### config.mk
export PLATFORM = sky130hd
export DESIGN_NAME = btd_decision
export DESIGN_NICKNAME = d
export VERILOG_FILES = /design/src/inc/btd_pkg.sv /design/src/hw/btd_sensor.sv /design/src/hw/btd_decision.sv
export SDC_FILE = /design/constraint.sdc
export NUM_CORES = 2
export LEC_CHECK = 0
export ABC_AREA = 1
export BUFFER_PORTS_ARGS = -buffer_cell sky130_fd_sc_hd__buf_2
export CORE_ASPECT_RATIO = 1.1
export CORE_MARGIN = 2
export CORE_UTILIZATION = 45
export CTS_CLUSTER_DIAMETER = 120
export CTS_CLUSTER_SIZE = 8
export DETAILED_ROUTE_END_ITERATION = 7
export PLACE_DENSITY_LB_ADDON = 0.25
export SLEW_MARGIN = 25
export SYNTH_ARGS = -nofsm -noshare
export SYNTH_HDL_FRONTEND = slang
export SYNTH_SLANG_ARGS = --single-unit
### constraint.sdc
create_clock -name clk_i -period 16 [get_ports clk_i]
set_input_delay 3.2 -clock clk_i [delete_from_list [all_inputs] [get_ports clk_i]]
set_output_delay 3.2 -clock clk_i [all_outputs]
set_load 0.1 [all_outputs]
### src/inc/btd_pkg.sv
package btd_pkg;

    // Geometry
    localparam int unsigned NUM_SENSORS = 8;
    localparam int unsigned TICK_W      = 16;
    localparam int unsigned REG_W       = 8;
    localparam int unsigned ADDR_W      = 8;

    // Register offsets
    localparam logic [7:0] ADDR_THRESH0      = 8'h13;
    localparam logic [7:0] ADDR_PER_COMP     = 8'h1f;
    localparam logic [7:0] ADDR_EVENT_CFG    = 8'h21;
    localparam logic [7:0] ADDR_AVG_LEVEL    = 8'h22;
    localparam logic [7:0] ADDR_NEG_LEVEL    = 8'h23;
    localparam logic [7:0] ADDR_NEG_COUNT    = 8'h24;
    localparam logic [7:0] ADDR_HYSTERESIS   = 8'h25;
    localparam logic [7:0] ADDR_STUCK        = 8'h26;
    localparam logic [7:0] ADDR_BUTTON_STATE = 8'h27;

    // Reset values
    localparam logic [7:0] RST_THRESH     = 8'h20;
    localparam logic [3:0] RST_PER_COMP   = 4'h0;
    localparam logic [7:0] RST_EVENT_CFG  = 8'h30;
    localparam logic [7:0] RST_AVG_LEVEL  = 8'h50;
    localparam logic [7:0] RST_NEG_LEVEL  = 8'h50;
    localparam logic [7:0] RST_NEG_COUNT  = 8'h01;
    localparam logic [7:0] RST_HYSTERESIS = 8'h0a;
    localparam logic [7:0] RST_STUCK      = 8'h00;

    // Event configuration fields
    localparam int unsigned CFG_REPORT_LSB = 6;
    localparam int unsigned CFG_IRQ_LSB    = 4;
    localparam int unsigned CFG_RDEB_LSB   = 2;
    localparam int unsigned CFG_TDEB_LSB   = 0;
    localparam int unsigned PER_COMP_W     = 4;

    typedef enum logic [1:0] {
        BTD_REPORT_ALL   = 2'b00,
        BTD_REPORT_FIRST = 2'b01
    } btd_report_t;

    localparam logic [1:0] IRQ_TOUCH_BIT   = 2'b01;
    localparam logic [1:0] IRQ_RELEASE_BIT = 2'b10;

    // Scaling
    localparam int unsigned TICK_STEP       = 4;
    localparam int unsigned PCT_FULL        = 100;
    localparam int unsigned AVG_COMP_COUNT  = 3;

    // Time base
    localparam longint unsigned SECOND_NS       = 64'd1_000_000_000;
    localparam longint unsigned CLK_PERIOD_NS   = 64'd4;
    localparam int unsigned     SECOND_CYCLES   = int'(SECOND_NS / CLK_PERIOD_NS);
    localparam int unsigned     PRESCALE_W      = 28;

    // Periodic compensation interval in seconds per code
    function automatic logic [5:0] per_comp_seconds(input logic [3:0] code);
        logic [5:0] s;
        s = 6'h00;
        if (code == 4'hf) begin
            s = 6'h3c;
        end else if (code >= 4'h8) begin
            s = 6'({code, 1'b0});
        end else begin
            s = 6'(code);
        end
        return s;
    endfunction

endpackage

### src/hw/btd_sensor.sv
`timescale 1ns/1ps

// One sense input: thresholds, hysteresis, debounce, stuck timeout, comp triggers
module btd_sensor (
    // Clock and reset
    input  wire logic                             clk_i,
    input  wire logic                             nrst_i,
    // Sample stream
    input  wire logic                             sample_i,
    input  wire logic                             second_i,
    input  wire logic signed [btd_pkg::TICK_W-1:0] ticks_i,
    // Configuration
    input  wire logic [7:0]                       thresh_i,
    input  wire logic [7:0]                       hyst_i,
    input  wire logic [1:0]                       touch_deb_i,
    input  wire logic [1:0]                       rel_deb_i,
    input  wire logic [7:0]                       avg_level_i,
    input  wire logic [7:0]                       neg_level_i,
    input  wire logic [7:0]                       neg_count_i,
    input  wire logic [7:0]                       stuck_i,
    // Results
    output logic                                  touched_o,
    output logic                                  touch_o,
    output logic                                  release_o,
    output logic                                  avg_over_o,
    output logic                                  neg_trig_o,
    output logic                                  stuck_trig_o
);

    typedef struct packed {
        logic       touched;
        logic       stuck;
        logic [2:0] deb;
        logic [7:0] neg_cnt;
        logic [7:0] secs;
        logic       touch_ev;
        logic       release_ev;
        logic       avg_over;
        logic       neg_trig;
        logic       stuck_trig;
    } btd_sensor_t;

    btd_sensor_t st;
    btd_sensor_t next_st;

    logic        [9:0]  thr_ticks;
    logic        [17:0] hyst_prod;
    logic        [11:0] hyst_amt;
    logic signed [16:0] tk;
    logic signed [16:0] touch_lvl;
    logic signed [16:0] rel_lvl;
    logic signed [16:0] neg_lvl;
    logic signed [16:0] avg_lvl;
    logic        [7:0]  neg_limit;

    always_comb begin
        thr_ticks = 10'(thresh_i * btd_pkg::TICK_STEP);
        hyst_prod = 18'(thr_ticks * hyst_i);
        hyst_amt  = 12'(hyst_prod / 18'(btd_pkg::PCT_FULL));
        tk        = 17'(ticks_i);
        touch_lvl = $signed(17'(thr_ticks)) + $signed(17'(hyst_amt));
        rel_lvl   = $signed(17'(thr_ticks)) - $signed(17'(hyst_amt));
        neg_lvl   = 17'sd0 - $signed(17'(neg_level_i * btd_pkg::TICK_STEP));
        avg_lvl   = $signed(17'(avg_level_i * btd_pkg::TICK_STEP));
        neg_limit = (neg_count_i == 8'h00) ? 8'h01 : neg_count_i;
    end

    always_comb begin
        next_st            = st;
        next_st.touch_ev   = 1'b0;
        next_st.release_ev = 1'b0;
        next_st.neg_trig   = 1'b0;
        next_st.stuck_trig = 1'b0;
        // Stuck-touch timer counts whole seconds while touched
        if (st.touched && second_i && stuck_i != 8'h00) begin
            if (st.secs + 8'h01 >= stuck_i) begin
                next_st.touched    = 1'b0;
                next_st.stuck      = 1'b1;
                next_st.release_ev = 1'b1;
                next_st.stuck_trig = 1'b1;
                next_st.secs       = 8'h00;
                next_st.deb        = 3'h0;
            end else begin
                next_st.secs = st.secs + 8'h01;
            end
        end
        // Threshold decisions advance only on the scan boundary; the stuck timeout above runs on seconds
        if (sample_i) begin
            next_st.avg_over = tk > avg_lvl;
            if (tk < neg_lvl) begin
                if (st.neg_cnt + 8'h01 >= neg_limit) begin
                    next_st.neg_trig = 1'b1;
                    next_st.neg_cnt  = 8'h00;
                end else begin
                    next_st.neg_cnt = st.neg_cnt + 8'h01;
                end
            end else begin
                next_st.neg_cnt = 8'h00;
            end
            if (st.stuck) begin
                // A stuck button waits for the finger to lift before it may retrigger
                if (tk < rel_lvl) begin
                    next_st.stuck = 1'b0;
                end
            end else if (!st.touched) begin
                if (tk > touch_lvl) begin
                    if (st.deb >= 3'(touch_deb_i)) begin
                        next_st.touched  = 1'b1;
                        next_st.touch_ev = 1'b1;
                        next_st.deb      = 3'h0;
                        next_st.secs     = 8'h00;
                    end else begin
                        next_st.deb = st.deb + 3'h1;
                    end
                end else begin
                    next_st.deb = 3'h0;
                end
            end else if (next_st.touched) begin
                if (tk < rel_lvl) begin
                    if (st.deb >= 3'(rel_deb_i)) begin
                        next_st.touched    = 1'b0;
                        next_st.release_ev = 1'b1;
                        next_st.deb        = 3'h0;
                    end else begin
                        next_st.deb = st.deb + 3'h1;
                    end
                end else begin
                    next_st.deb = 3'h0;
                end
            end
        end
    end

    always_ff @(posedge clk_i or negedge nrst_i) begin
        if (!nrst_i) begin
            st <= '0;
        end else begin
            st <= next_st;
        end
    end

    assign touched_o    = st.touched;
    assign touch_o      = st.touch_ev;
    assign release_o    = st.release_ev;
    assign avg_over_o   = st.avg_over;
    assign neg_trig_o   = st.neg_trig;
    assign stuck_trig_o = st.stuck_trig;

endmodule

### src/hw/btd_decision.sv
`timescale 1ns/1ps

module btd_decision #(
    parameter int unsigned NUM_SENSORS   = btd_pkg::NUM_SENSORS,
    parameter int unsigned SECOND_CYCLES = btd_pkg::SECOND_CYCLES
) (
    // Clock and reset
    input  wire logic                                          clk_i,
    input  wire logic                                          nrst_i,
    // Register port
    input  wire logic [btd_pkg::ADDR_W-1:0]                    reg_addr_i,
    input  wire logic                                          reg_wr_i,
    input  wire logic [btd_pkg::REG_W-1:0]                     reg_wdata_i,
    output logic      [btd_pkg::REG_W-1:0]                     reg_rdata_o,
    // Tick samples, one strobe per scan period
    input  wire logic                                          sample_i,
    input  wire logic [NUM_SENSORS*btd_pkg::TICK_W-1:0]        ticks_i,
    // Reporting
    output logic      [NUM_SENSORS-1:0]                        button_state_o,
    output logic      [NUM_SENSORS-1:0]                        touch_event_o,
    output logic      [NUM_SENSORS-1:0]                        release_event_o,
    output logic                                               irq_o,
    // Front-end control
    output logic      [NUM_SENSORS-1:0]                        avg_suspend_o,
    output logic                                               comp_request_o
);

    typedef struct packed {
        logic [NUM_SENSORS-1:0][7:0]           thresh;
        logic [btd_pkg::PER_COMP_W-1:0]        per_comp;
        logic [7:0]                            event_cfg;
        logic [7:0]                            avg_level;
        logic [7:0]                            neg_level;
        logic [7:0]                            neg_count;
        logic [7:0]                            hyst;
        logic [7:0]                            stuck;
        logic [7:0]                            rdata;
        logic [btd_pkg::PRESCALE_W-1:0]        prescale;
        logic                                  second;
        logic [5:0]                            per_secs;
        logic                                  owner_v;
        logic [$clog2(NUM_SENSORS)-1:0]        owner;
        logic [NUM_SENSORS-1:0]                state;
        logic [NUM_SENSORS-1:0]                touch_ev;
        logic [NUM_SENSORS-1:0]                release_ev;
        logic                                  irq;
        logic [NUM_SENSORS-1:0]                avg_sus;
        logic                                  comp;
    } btd_state_t;

    btd_state_t st;
    btd_state_t next_st;

    logic [NUM_SENSORS-1:0] s_touched;
    logic [NUM_SENSORS-1:0] s_touch;
    logic [NUM_SENSORS-1:0] s_release;
    logic [NUM_SENSORS-1:0] s_avg;
    logic [NUM_SENSORS-1:0] s_neg;
    logic [NUM_SENSORS-1:0] s_stuck;
    logic                   sample_d;

    // Proximity inputs take the same path as touch buttons
    for (genvar g = 0; g < NUM_SENSORS; g++) begin : g_sensor
        btd_sensor u_sensor (
            .clk_i       (clk_i),
            .nrst_i      (nrst_i),
            .sample_i    (sample_i),
            .second_i    (st.second),
            .ticks_i     (ticks_i[g*btd_pkg::TICK_W +: btd_pkg::TICK_W]),
            .thresh_i    (st.thresh[g]),
            .hyst_i      (st.hyst),
            .touch_deb_i (st.event_cfg[btd_pkg::CFG_TDEB_LSB +: 2]),
            .rel_deb_i   (st.event_cfg[btd_pkg::CFG_RDEB_LSB +: 2]),
            .avg_level_i (st.avg_level),
            .neg_level_i (st.neg_level),
            .neg_count_i (st.neg_count),
            .stuck_i     (st.stuck),
            .touched_o   (s_touched[g]),
            .touch_o     (s_touch[g]),
            .release_o   (s_release[g]),
            .avg_over_o  (s_avg[g]),
            .neg_trig_o  (s_neg[g]),
            .stuck_trig_o(s_stuck[g])
        );
    end

    // Sensor results settle one cycle after the scan strobe
    always_ff @(posedge clk_i or negedge nrst_i) begin
        if (!nrst_i) begin
            sample_d <= 1'b0;
        end else begin
            sample_d <= sample_i;
        end
    end

    always_comb begin
        logic [1:0]                     rmode;
        logic [1:0]                     imask;
        logic [3:0]                     avg_cnt;
        logic                           found;
        logic [NUM_SENSORS-1:0]         rep_t;
        logic [NUM_SENSORS-1:0]         rep_r;
        logic [7:0]                     rd;
        rmode   = st.event_cfg[btd_pkg::CFG_REPORT_LSB +: 2];
        imask   = st.event_cfg[btd_pkg::CFG_IRQ_LSB +: 2];
        avg_cnt = 4'h0;
        found   = 1'b0;
        rep_t   = '0;
        rep_r   = '0;
        rd      = 8'h00;
        next_st = st;
        next_st.touch_ev   = '0;
        next_st.release_ev = '0;
        next_st.irq        = 1'b0;
        next_st.comp       = 1'b0;
        next_st.second     = 1'b0;

        // Register writes
        if (reg_wr_i) begin
            for (int i = 0; i < NUM_SENSORS; i++) begin
                if (reg_addr_i == btd_pkg::ADDR_THRESH0 + 8'(i)) begin
                    next_st.thresh[i] = reg_wdata_i;
                end
            end
            unique case (reg_addr_i)
                btd_pkg::ADDR_PER_COMP:   next_st.per_comp  = reg_wdata_i[btd_pkg::PER_COMP_W-1:0];
                btd_pkg::ADDR_EVENT_CFG:  next_st.event_cfg = reg_wdata_i;
                btd_pkg::ADDR_AVG_LEVEL:  next_st.avg_level = reg_wdata_i;
                btd_pkg::ADDR_NEG_LEVEL:  next_st.neg_level = reg_wdata_i;
                btd_pkg::ADDR_NEG_COUNT:  next_st.neg_count = reg_wdata_i;
                btd_pkg::ADDR_HYSTERESIS: next_st.hyst      = reg_wdata_i;
                btd_pkg::ADDR_STUCK:      next_st.stuck     = reg_wdata_i;
                default: ;
            endcase
        end

        // Register read data follows the address
        for (int i = 0; i < NUM_SENSORS; i++) begin
            if (reg_addr_i == btd_pkg::ADDR_THRESH0 + 8'(i)) begin
                rd = st.thresh[i];
            end
        end
        unique case (reg_addr_i)
            btd_pkg::ADDR_PER_COMP:     rd = 8'(st.per_comp);
            btd_pkg::ADDR_EVENT_CFG:    rd = st.event_cfg;
            btd_pkg::ADDR_AVG_LEVEL:    rd = st.avg_level;
            btd_pkg::ADDR_NEG_LEVEL:    rd = st.neg_level;
            btd_pkg::ADDR_NEG_COUNT:    rd = st.neg_count;
            btd_pkg::ADDR_HYSTERESIS:   rd = st.hyst;
            btd_pkg::ADDR_STUCK:        rd = st.stuck;
            btd_pkg::ADDR_BUTTON_STATE: rd = 8'(st.state);
            default: ;
        endcase
        next_st.rdata = rd;

        // One-second time base
        if (st.prescale == btd_pkg::PRESCALE_W'(SECOND_CYCLES - 1)) begin
            next_st.prescale = '0;
            next_st.second   = 1'b1;
        end else begin
            next_st.prescale = st.prescale + 1'b1;
        end

        // Periodic compensation while every button rests released
        if (st.per_comp == '0 || s_touched != '0) begin
            next_st.per_secs = 6'h00;
        end else if (st.second) begin
            if (st.per_secs + 6'h01 >= btd_pkg::per_comp_seconds(st.per_comp)) begin
                next_st.per_secs = 6'h00;
                next_st.comp     = 1'b1;
            end else begin
                next_st.per_secs = st.per_secs + 6'h01;
            end
        end

        // Reporting on the settled scan results
        if (sample_d) begin
            next_st.avg_sus = s_avg;
            for (int i = 0; i < NUM_SENSORS; i++) begin
                avg_cnt = avg_cnt + 4'(s_avg[i]);
            end
            if (avg_cnt >= 4'(btd_pkg::AVG_COMP_COUNT)) begin
                next_st.comp = 1'b1;
            end
        end
        if (s_neg != '0 || s_stuck != '0) begin
            next_st.comp = 1'b1;
        end

        if (rmode == btd_pkg::BTD_REPORT_FIRST) begin
            if (st.owner_v) begin
                if (s_release[st.owner]) begin
                    rep_r[st.owner] = 1'b1;
                    next_st.owner_v = 1'b0;
                end
            end else begin
                for (int i = 0; i < NUM_SENSORS; i++) begin
                    if (s_touch[i] && !found) begin
                        found           = 1'b1;
                        rep_t[i]        = 1'b1;
                        next_st.owner_v = 1'b1;
                        next_st.owner   = ($clog2(NUM_SENSORS))'(i);
                    end
                end
            end
            next_st.state = '0;
            if (next_st.owner_v) begin
                next_st.state[next_st.owner] = 1'b1;
            end
        end else begin
            // Reserved codes behave as report-all
            rep_t           = s_touch;
            rep_r           = s_release;
            next_st.owner_v = 1'b0;
            next_st.state   = (st.state | s_touch) & ~s_release;
        end
        next_st.touch_ev   = rep_t;
        next_st.release_ev = rep_r;
        next_st.irq        = ((rep_t != '0) && imask[0] == btd_pkg::IRQ_TOUCH_BIT[0])
                           || ((rep_r != '0) && imask[1] == btd_pkg::IRQ_RELEASE_BIT[1]);
    end

    always_ff @(posedge clk_i or negedge nrst_i) begin
        if (!nrst_i) begin
            st           <= '0;
            st.thresh    <= {NUM_SENSORS{btd_pkg::RST_THRESH}};
            st.per_comp  <= btd_pkg::RST_PER_COMP;
            st.event_cfg <= btd_pkg::RST_EVENT_CFG;
            st.avg_level <= btd_pkg::RST_AVG_LEVEL;
            st.neg_level <= btd_pkg::RST_NEG_LEVEL;
            st.neg_count <= btd_pkg::RST_NEG_COUNT;
            st.hyst      <= btd_pkg::RST_HYSTERESIS;
            st.stuck     <= btd_pkg::RST_STUCK;
        end else begin
            st <= next_st;
        end
    end

    assign reg_rdata_o     = st.rdata;
    assign button_state_o  = st.state;
    assign touch_event_o   = st.touch_ev;
    assign release_event_o = st.release_ev;
    assign irq_o           = st.irq;
    assign avg_suspend_o   = st.avg_sus;
    assign comp_request_o  = st.comp;

endmodule

==> flow_results.xml <==
<?xml version="1.0" encoding="UTF-8"?>
<metrics>
  <group name="clocking">
    <metric name="cts_resized" unit="">0</metric>
    <metric name="cts_root_buffer" unit="">sky130_fd_sc_hd__clkbuf_16</metric>
    <metric name="cts_num_sinks" unit="">406</metric>
    <metric name="clock_buffer_count_from_cts" unit="">56</metric>
    <metric name="cts_hold_repair.buffers" unit="">0</metric>
    <metric name="cts_post_setup_buffers_inserted" unit="">0</metric>
    <metric name="cts_max_path_buffers" unit="">3</metric>
    <metric name="clk_pin_slew_worst_paths" unit="ns">0.05</metric>
    <metric name="htree_levels" unit="">2</metric>
    <metric name="cts_tree" unit="">done</metric>
    <metric name="clock_latency" unit="ns">0.62</metric>
  </group>
  <group name="yosys">
    <metric name="ys_seq_elements" unit="">406</metric>
    <metric name="synth_area" unit="um2">71000</metric>
    <metric name="synth_cell_types" unit="">85</metric>
    <metric name="synth_top_cell_area_share" unit="">0.181</metric>
    <metric name="syn_avg_cell_area" unit="um2">6.79</metric>
    <metric name="synth_edf_count" unit="">0</metric>
    <metric name="synth-warning-count" unit="">0</metric>
    <metric name="synth_top_flop_cell" unit="">sky130_fd_sc_hd__dfrtp_1</metric>
    <metric name="synth_most_common_cell" unit="">sky130_fd_sc_hd__nand2_1</metric>
    <metric name="synth_top_cells_by_area" unit="">sky130_fd_sc_hd__ha_1 18%, sky130_fd_sc_hd__dfrtp_1 14%, sky130_fd_sc_hd__nand2_1 13%</metric>
    <metric name="synth_cells" unit="">10500</metric>
    <metric name="yosysTopAreaCell" unit="">sky130_fd_sc_hd__ha_1</metric>
    <metric name="yosysSeqAreaShare" unit="">0.143</metric>
    <metric name="synth_async_sr_flop_share" unit="">1.00</metric>
    <metric name="ys_top_cells_by_count" unit="">2492 x sky130_fd_sc_hd__nand2_1, 2127 x sky130_fd_sc_hd__inv_1, 1028 x sky130_fd_sc_hd__ha_1</metric>
  </group>
  <group name="floorplanning">
    <metric name="core_area" unit="um2">156000</metric>
    <metric name="die_width" unit="um">383</metric>
    <metric name="die_height" unit="um">421</metric>
    <metric name="fp.dieArea" unit="um2">161000</metric>
    <metric name="initial_core_util" unit="">0.454</metric>
    <metric name="core_rows" unit="">152</metric>
    <metric name="ioPinCount" unit="">190</metric>
  </group>
  <group name="worst_setup_path">
    <metric name="critPathLaunchType" unit="">flip-flop</metric>
    <metric name="timing.reg2reg.setup_slack" unit="ns">1.41</metric>
    <metric name="worstRegToRegCells" unit="">86</metric>
    <metric name="critical_path.endpoint" unit="">g_sensor[1].u_sensor.st[21]</metric>
    <metric name="crit_type" unit="">flip-flop to flip-flop</metric>
    <metric name="timing.critical_path.slowest_stage_cell" unit="">sky130_fd_sc_hd__dfstp_2</metric>
    <metric name="critPathMostFrequentCell" unit="">sky130_fd_sc_hd__nand2_4</metric>
    <metric name="crit-reg2reg-launch" unit="">st[92]</metric>
    <metric name="critical_path_peak_fanout" unit="">35</metric>
    <metric name="crit_required" unit="ns">16.52</metric>
    <metric name="crit-reg2reg-capture" unit="">g_sensor[1].u_sensor.st[21]</metric>
    <metric name="cpPeakStageDelay" unit="ns">1.15</metric>
    <metric name="data_arrival_time_of_the_critical_path" unit="ns">15.11</metric>
    <metric name="cp-end-kind" unit="">flip-flop</metric>
    <metric name="crit_path_start" unit="">st[92]</metric>
  </group>
  <group name="global_route">
    <metric name="grt_pass1_wl" unit="um">334000</metric>
    <metric name="grt_antenna_before_repair" unit="">20</metric>
    <metric name="globalRouteTotalUtil" unit="">0.256</metric>
    <metric name="maximum_number_of_pins_on_one_net_before_global_route_repair" unit="">91</metric>
    <metric name="first_global_vias" unit="">64600</metric>
    <metric name="grt_overflow_total" unit="">0</metric>
  </group>
  <group name="power">
    <metric name="sum_of_internal_switching_and_leakage_power" unit="mW">5.05</metric>
    <metric name="irDropWorstVdd" unit="mV">0.145</metric>
    <metric name="pwr_density_cell" unit="nW/um2">66.7</metric>
    <metric name="power.leakage" unit="nW">44.6</metric>
  </group>
  <group name="job">
    <metric name="max_capacitance_violation_count" unit="">0</metric>
  </group>
  <group name="timing">
    <metric name="period_minus_slack" unit="ns">14.59</metric>
    <metric name="hold_viol" unit="">0</metric>
    <metric name="fmax" unit="MHz">68.5</metric>
    <metric name="slew_headroom" unit="">0.144</metric>
    <metric name="timing.final.max_slew_violations" unit="">0</metric>
    <metric name="finalClockSkew" unit="ns">0.0444</metric>
    <metric name="timing.final.setup_violations" unit="">0</metric>
    <metric name="fin_ws" unit="ns">1.41</metric>
    <metric name="timing_worst_slew_pin_value" unit="ns">1.27</metric>
    <metric name="rsz0062_at_grt" unit="">false</metric>
    <metric name="final.setup.tns" unit="ns">0</metric>
    <metric name="min_period_over_period" unit="">0.912</metric>
  </group>
  <group name="detailed_routing">
    <metric name="routed_wire_length_per_instance" unit="um">16.5</metric>
    <metric name="detailedRoute.firstIterationViolations" unit="">4350</metric>
    <metric name="detail_route.drc_violations" unit="">0</metric>
    <metric name="detail_route.vias_per_cell" unit="">5.29</metric>
    <metric name="postRouteAntennaNets" unit="">0</metric>
    <metric name="finalWirelength" unit="um">208000</metric>
    <metric name="detail_route.first_pass.iterations" unit="">8</metric>
    <metric name="vias" unit="">67000</metric>
  </group>
  <group name="place">
    <metric name="portBuffers" unit="">189</metric>
    <metric name="half_perimeter_wire_length_after_placement" unit="um">168000</metric>
    <metric name="globalplace.congestion" unit="">0.962</metric>
    <metric name="detailed_place.area" unit="um2">74000</metric>
    <metric name="placed_cells" unit="">12600</metric>
    <metric name="worst_setup_timing_slack_at_the_placement_stage" unit="ns">1.53</metric>
  </group>
  <group name="cells_and_area">
    <metric name="layout-drive-gt1-share" unit="">0.0942</metric>
    <metric name="layout.cells.non_filler" unit="">12700</metric>
    <metric name="signed_area_change_from_the_synthesized_netlist_to_the_final_layout" unit="%">6.58</metric>
    <metric name="design_area" unit="um2">75600</metric>
    <metric name="num-nets-final" unit="">12000</metric>
  </group>
  <group name="worst_hold_path">
    <metric name="hp-class" unit="">flip-flop to flip-flop</metric>
  </group>
  <group name="status">
    <metric name="run_status" unit="">complete, no violations</metric>
  </group>
</metrics>
[flip-flops by register name (all words and copies together) (netlist names)]
| name | flops |
|---|---|
| reg_rdata_o | 8 |
| irq_o | 1 |
| g_sensor.u_sensor.touched_o | 8 |
| st | 155 |
| g_sensor.u_sensor.st | 160 |
| g_sensor.u_sensor.neg_trig_o | 8 |
| release_event_o | 8 |
| avg_suspend_o | 8 |
| g_sensor.u_sensor.release_o | 8 |
| comp_request_o | 1 |
| g_sensor.u_sensor.stuck_trig_o | 8 |
| g_sensor.u_sensor.touch_o | 8 |
| g_sensor.u_sensor.avg_over_o | 8 |
| sample_d | 1 |
| button_state_o | 8 |
| touch_event_o | 8 |
[critical path, delay by kind of cell, from the launching register on]
family	cells	cell delay, ns
fa+ha+maj	7	2.99
xor+xnor	2	0.89
compound gates	16	2.28
simple gates	53	6.11
buf+inv	8	1.02
flops	1	1.15
[how the worst min path moves through the flow]
stage	endpoint	depth (start not counted)	slack, ns	start
floorplan	st[45]	1	0.43	st[45]
CTS	st[45]	1	0.47	st[45]
finish	st[45]	1	0.46	st[45]
global placement	st[45]	1	0.45	st[45]
global route	g_sensor[5].u_sensor.st[24]	1	0.50	g_sensor[5].u_sensor.st[24]
detailed placement	st[45]	1	0.46	st[45]
[power breakdown]
group | switching (mW) | internal [mW] | leakage [nW]
combinational | 1.79 | 0.879 | 38.3
sequential | 0.141 | 1.12 | 5.46
clock | 0.467 | 0.657 | 0.763
total | 2.39 | 2.65 | 44.6
[cell usage in the layout (no fill, tap or decap), types with 114 or more instances in the layout]
cell type and n:
sky130_fd_sc_hd__nand3_1 589, sky130_fd_sc_hd__o21ai_0 476, sky130_fd_sc_hd__nor2_1 551, sky130_fd_sc_hd__nand4_1 160, sky130_fd_sc_hd__fa_1 300, sky130_fd_sc_hd__inv_1 2126
sky130_fd_sc_hd__xor2_1 262, sky130_fd_sc_hd__nand2_2 278, sky130_fd_sc_hd__a21oi_1 438, sky130_fd_sc_hd__nand2_1 2492, sky130_fd_sc_hd__buf_2 187, sky130_fd_sc_hd__nor3_1 114
sky130_fd_sc_hd__dfrtp_1 383, sky130_fd_sc_hd__ha_1 1028
[metal layers]
| metal | GRT usage | routed length (um) | vias up |
|---|---|---|---|
| met5 | 0 | 31 | - |
| met4 | 0.0831 | 7570 | 6 |
| met3 | 0.0369 | 12200 | 325 |
| met2 | 0.451 | 99700 | 1585 |
| met1 | 0.318 | 88900 | 31500 |
| li1 | - | - | 33500 |
[final cells by class]
type / instances / area (um2)
Fill cell: 15700 / 80700
Tap cell: 2079 / 2600
Antenna cell: 14 / 35.0
Multi-Input combinational cell: 7653 / 51700
Clock buffer: 90 / 1560
Clock inverter: 2 / 38.8
Inverter: 2187 / 8210
Sequential cell: 406 / 10200
Timing Repair Buffer: 230 / 1280
[per-stage QoR]
step                      utilization  hold WS (ns)
after floorplan                     -         0.433
after global placement          0.473         0.451
after detailed placement        0.473         0.459
after CTS                       0.484         0.465
after global routing            0.484         0.498
final                           0.484         0.462
[logic make-up (layout without fill, tap and decap cells)]
| family | Yosys count | in the layout | synth area share |
|---|---|---|---|
| AND/OR/NAND/NOR | 4547 | 4547 | 0.299 |
| buffers and inverters | 2398 | 2509 | 0.129 |
| AO/OA/AOI/OAI | 1445 | 1445 | 0.121 |
| adder cells (fa/ha/maj) | 1328 | 1328 | 0.266 |
| flip-flops | 406 | 406 | 0.143 |
| XOR/XNOR | 314 | 314 | 0.0404 |
| multiplexers | 11 | 11 | 0.00155 |
| other | 1 | 22 | 0.0000528 |
Power figures use the tool's default switching activity.
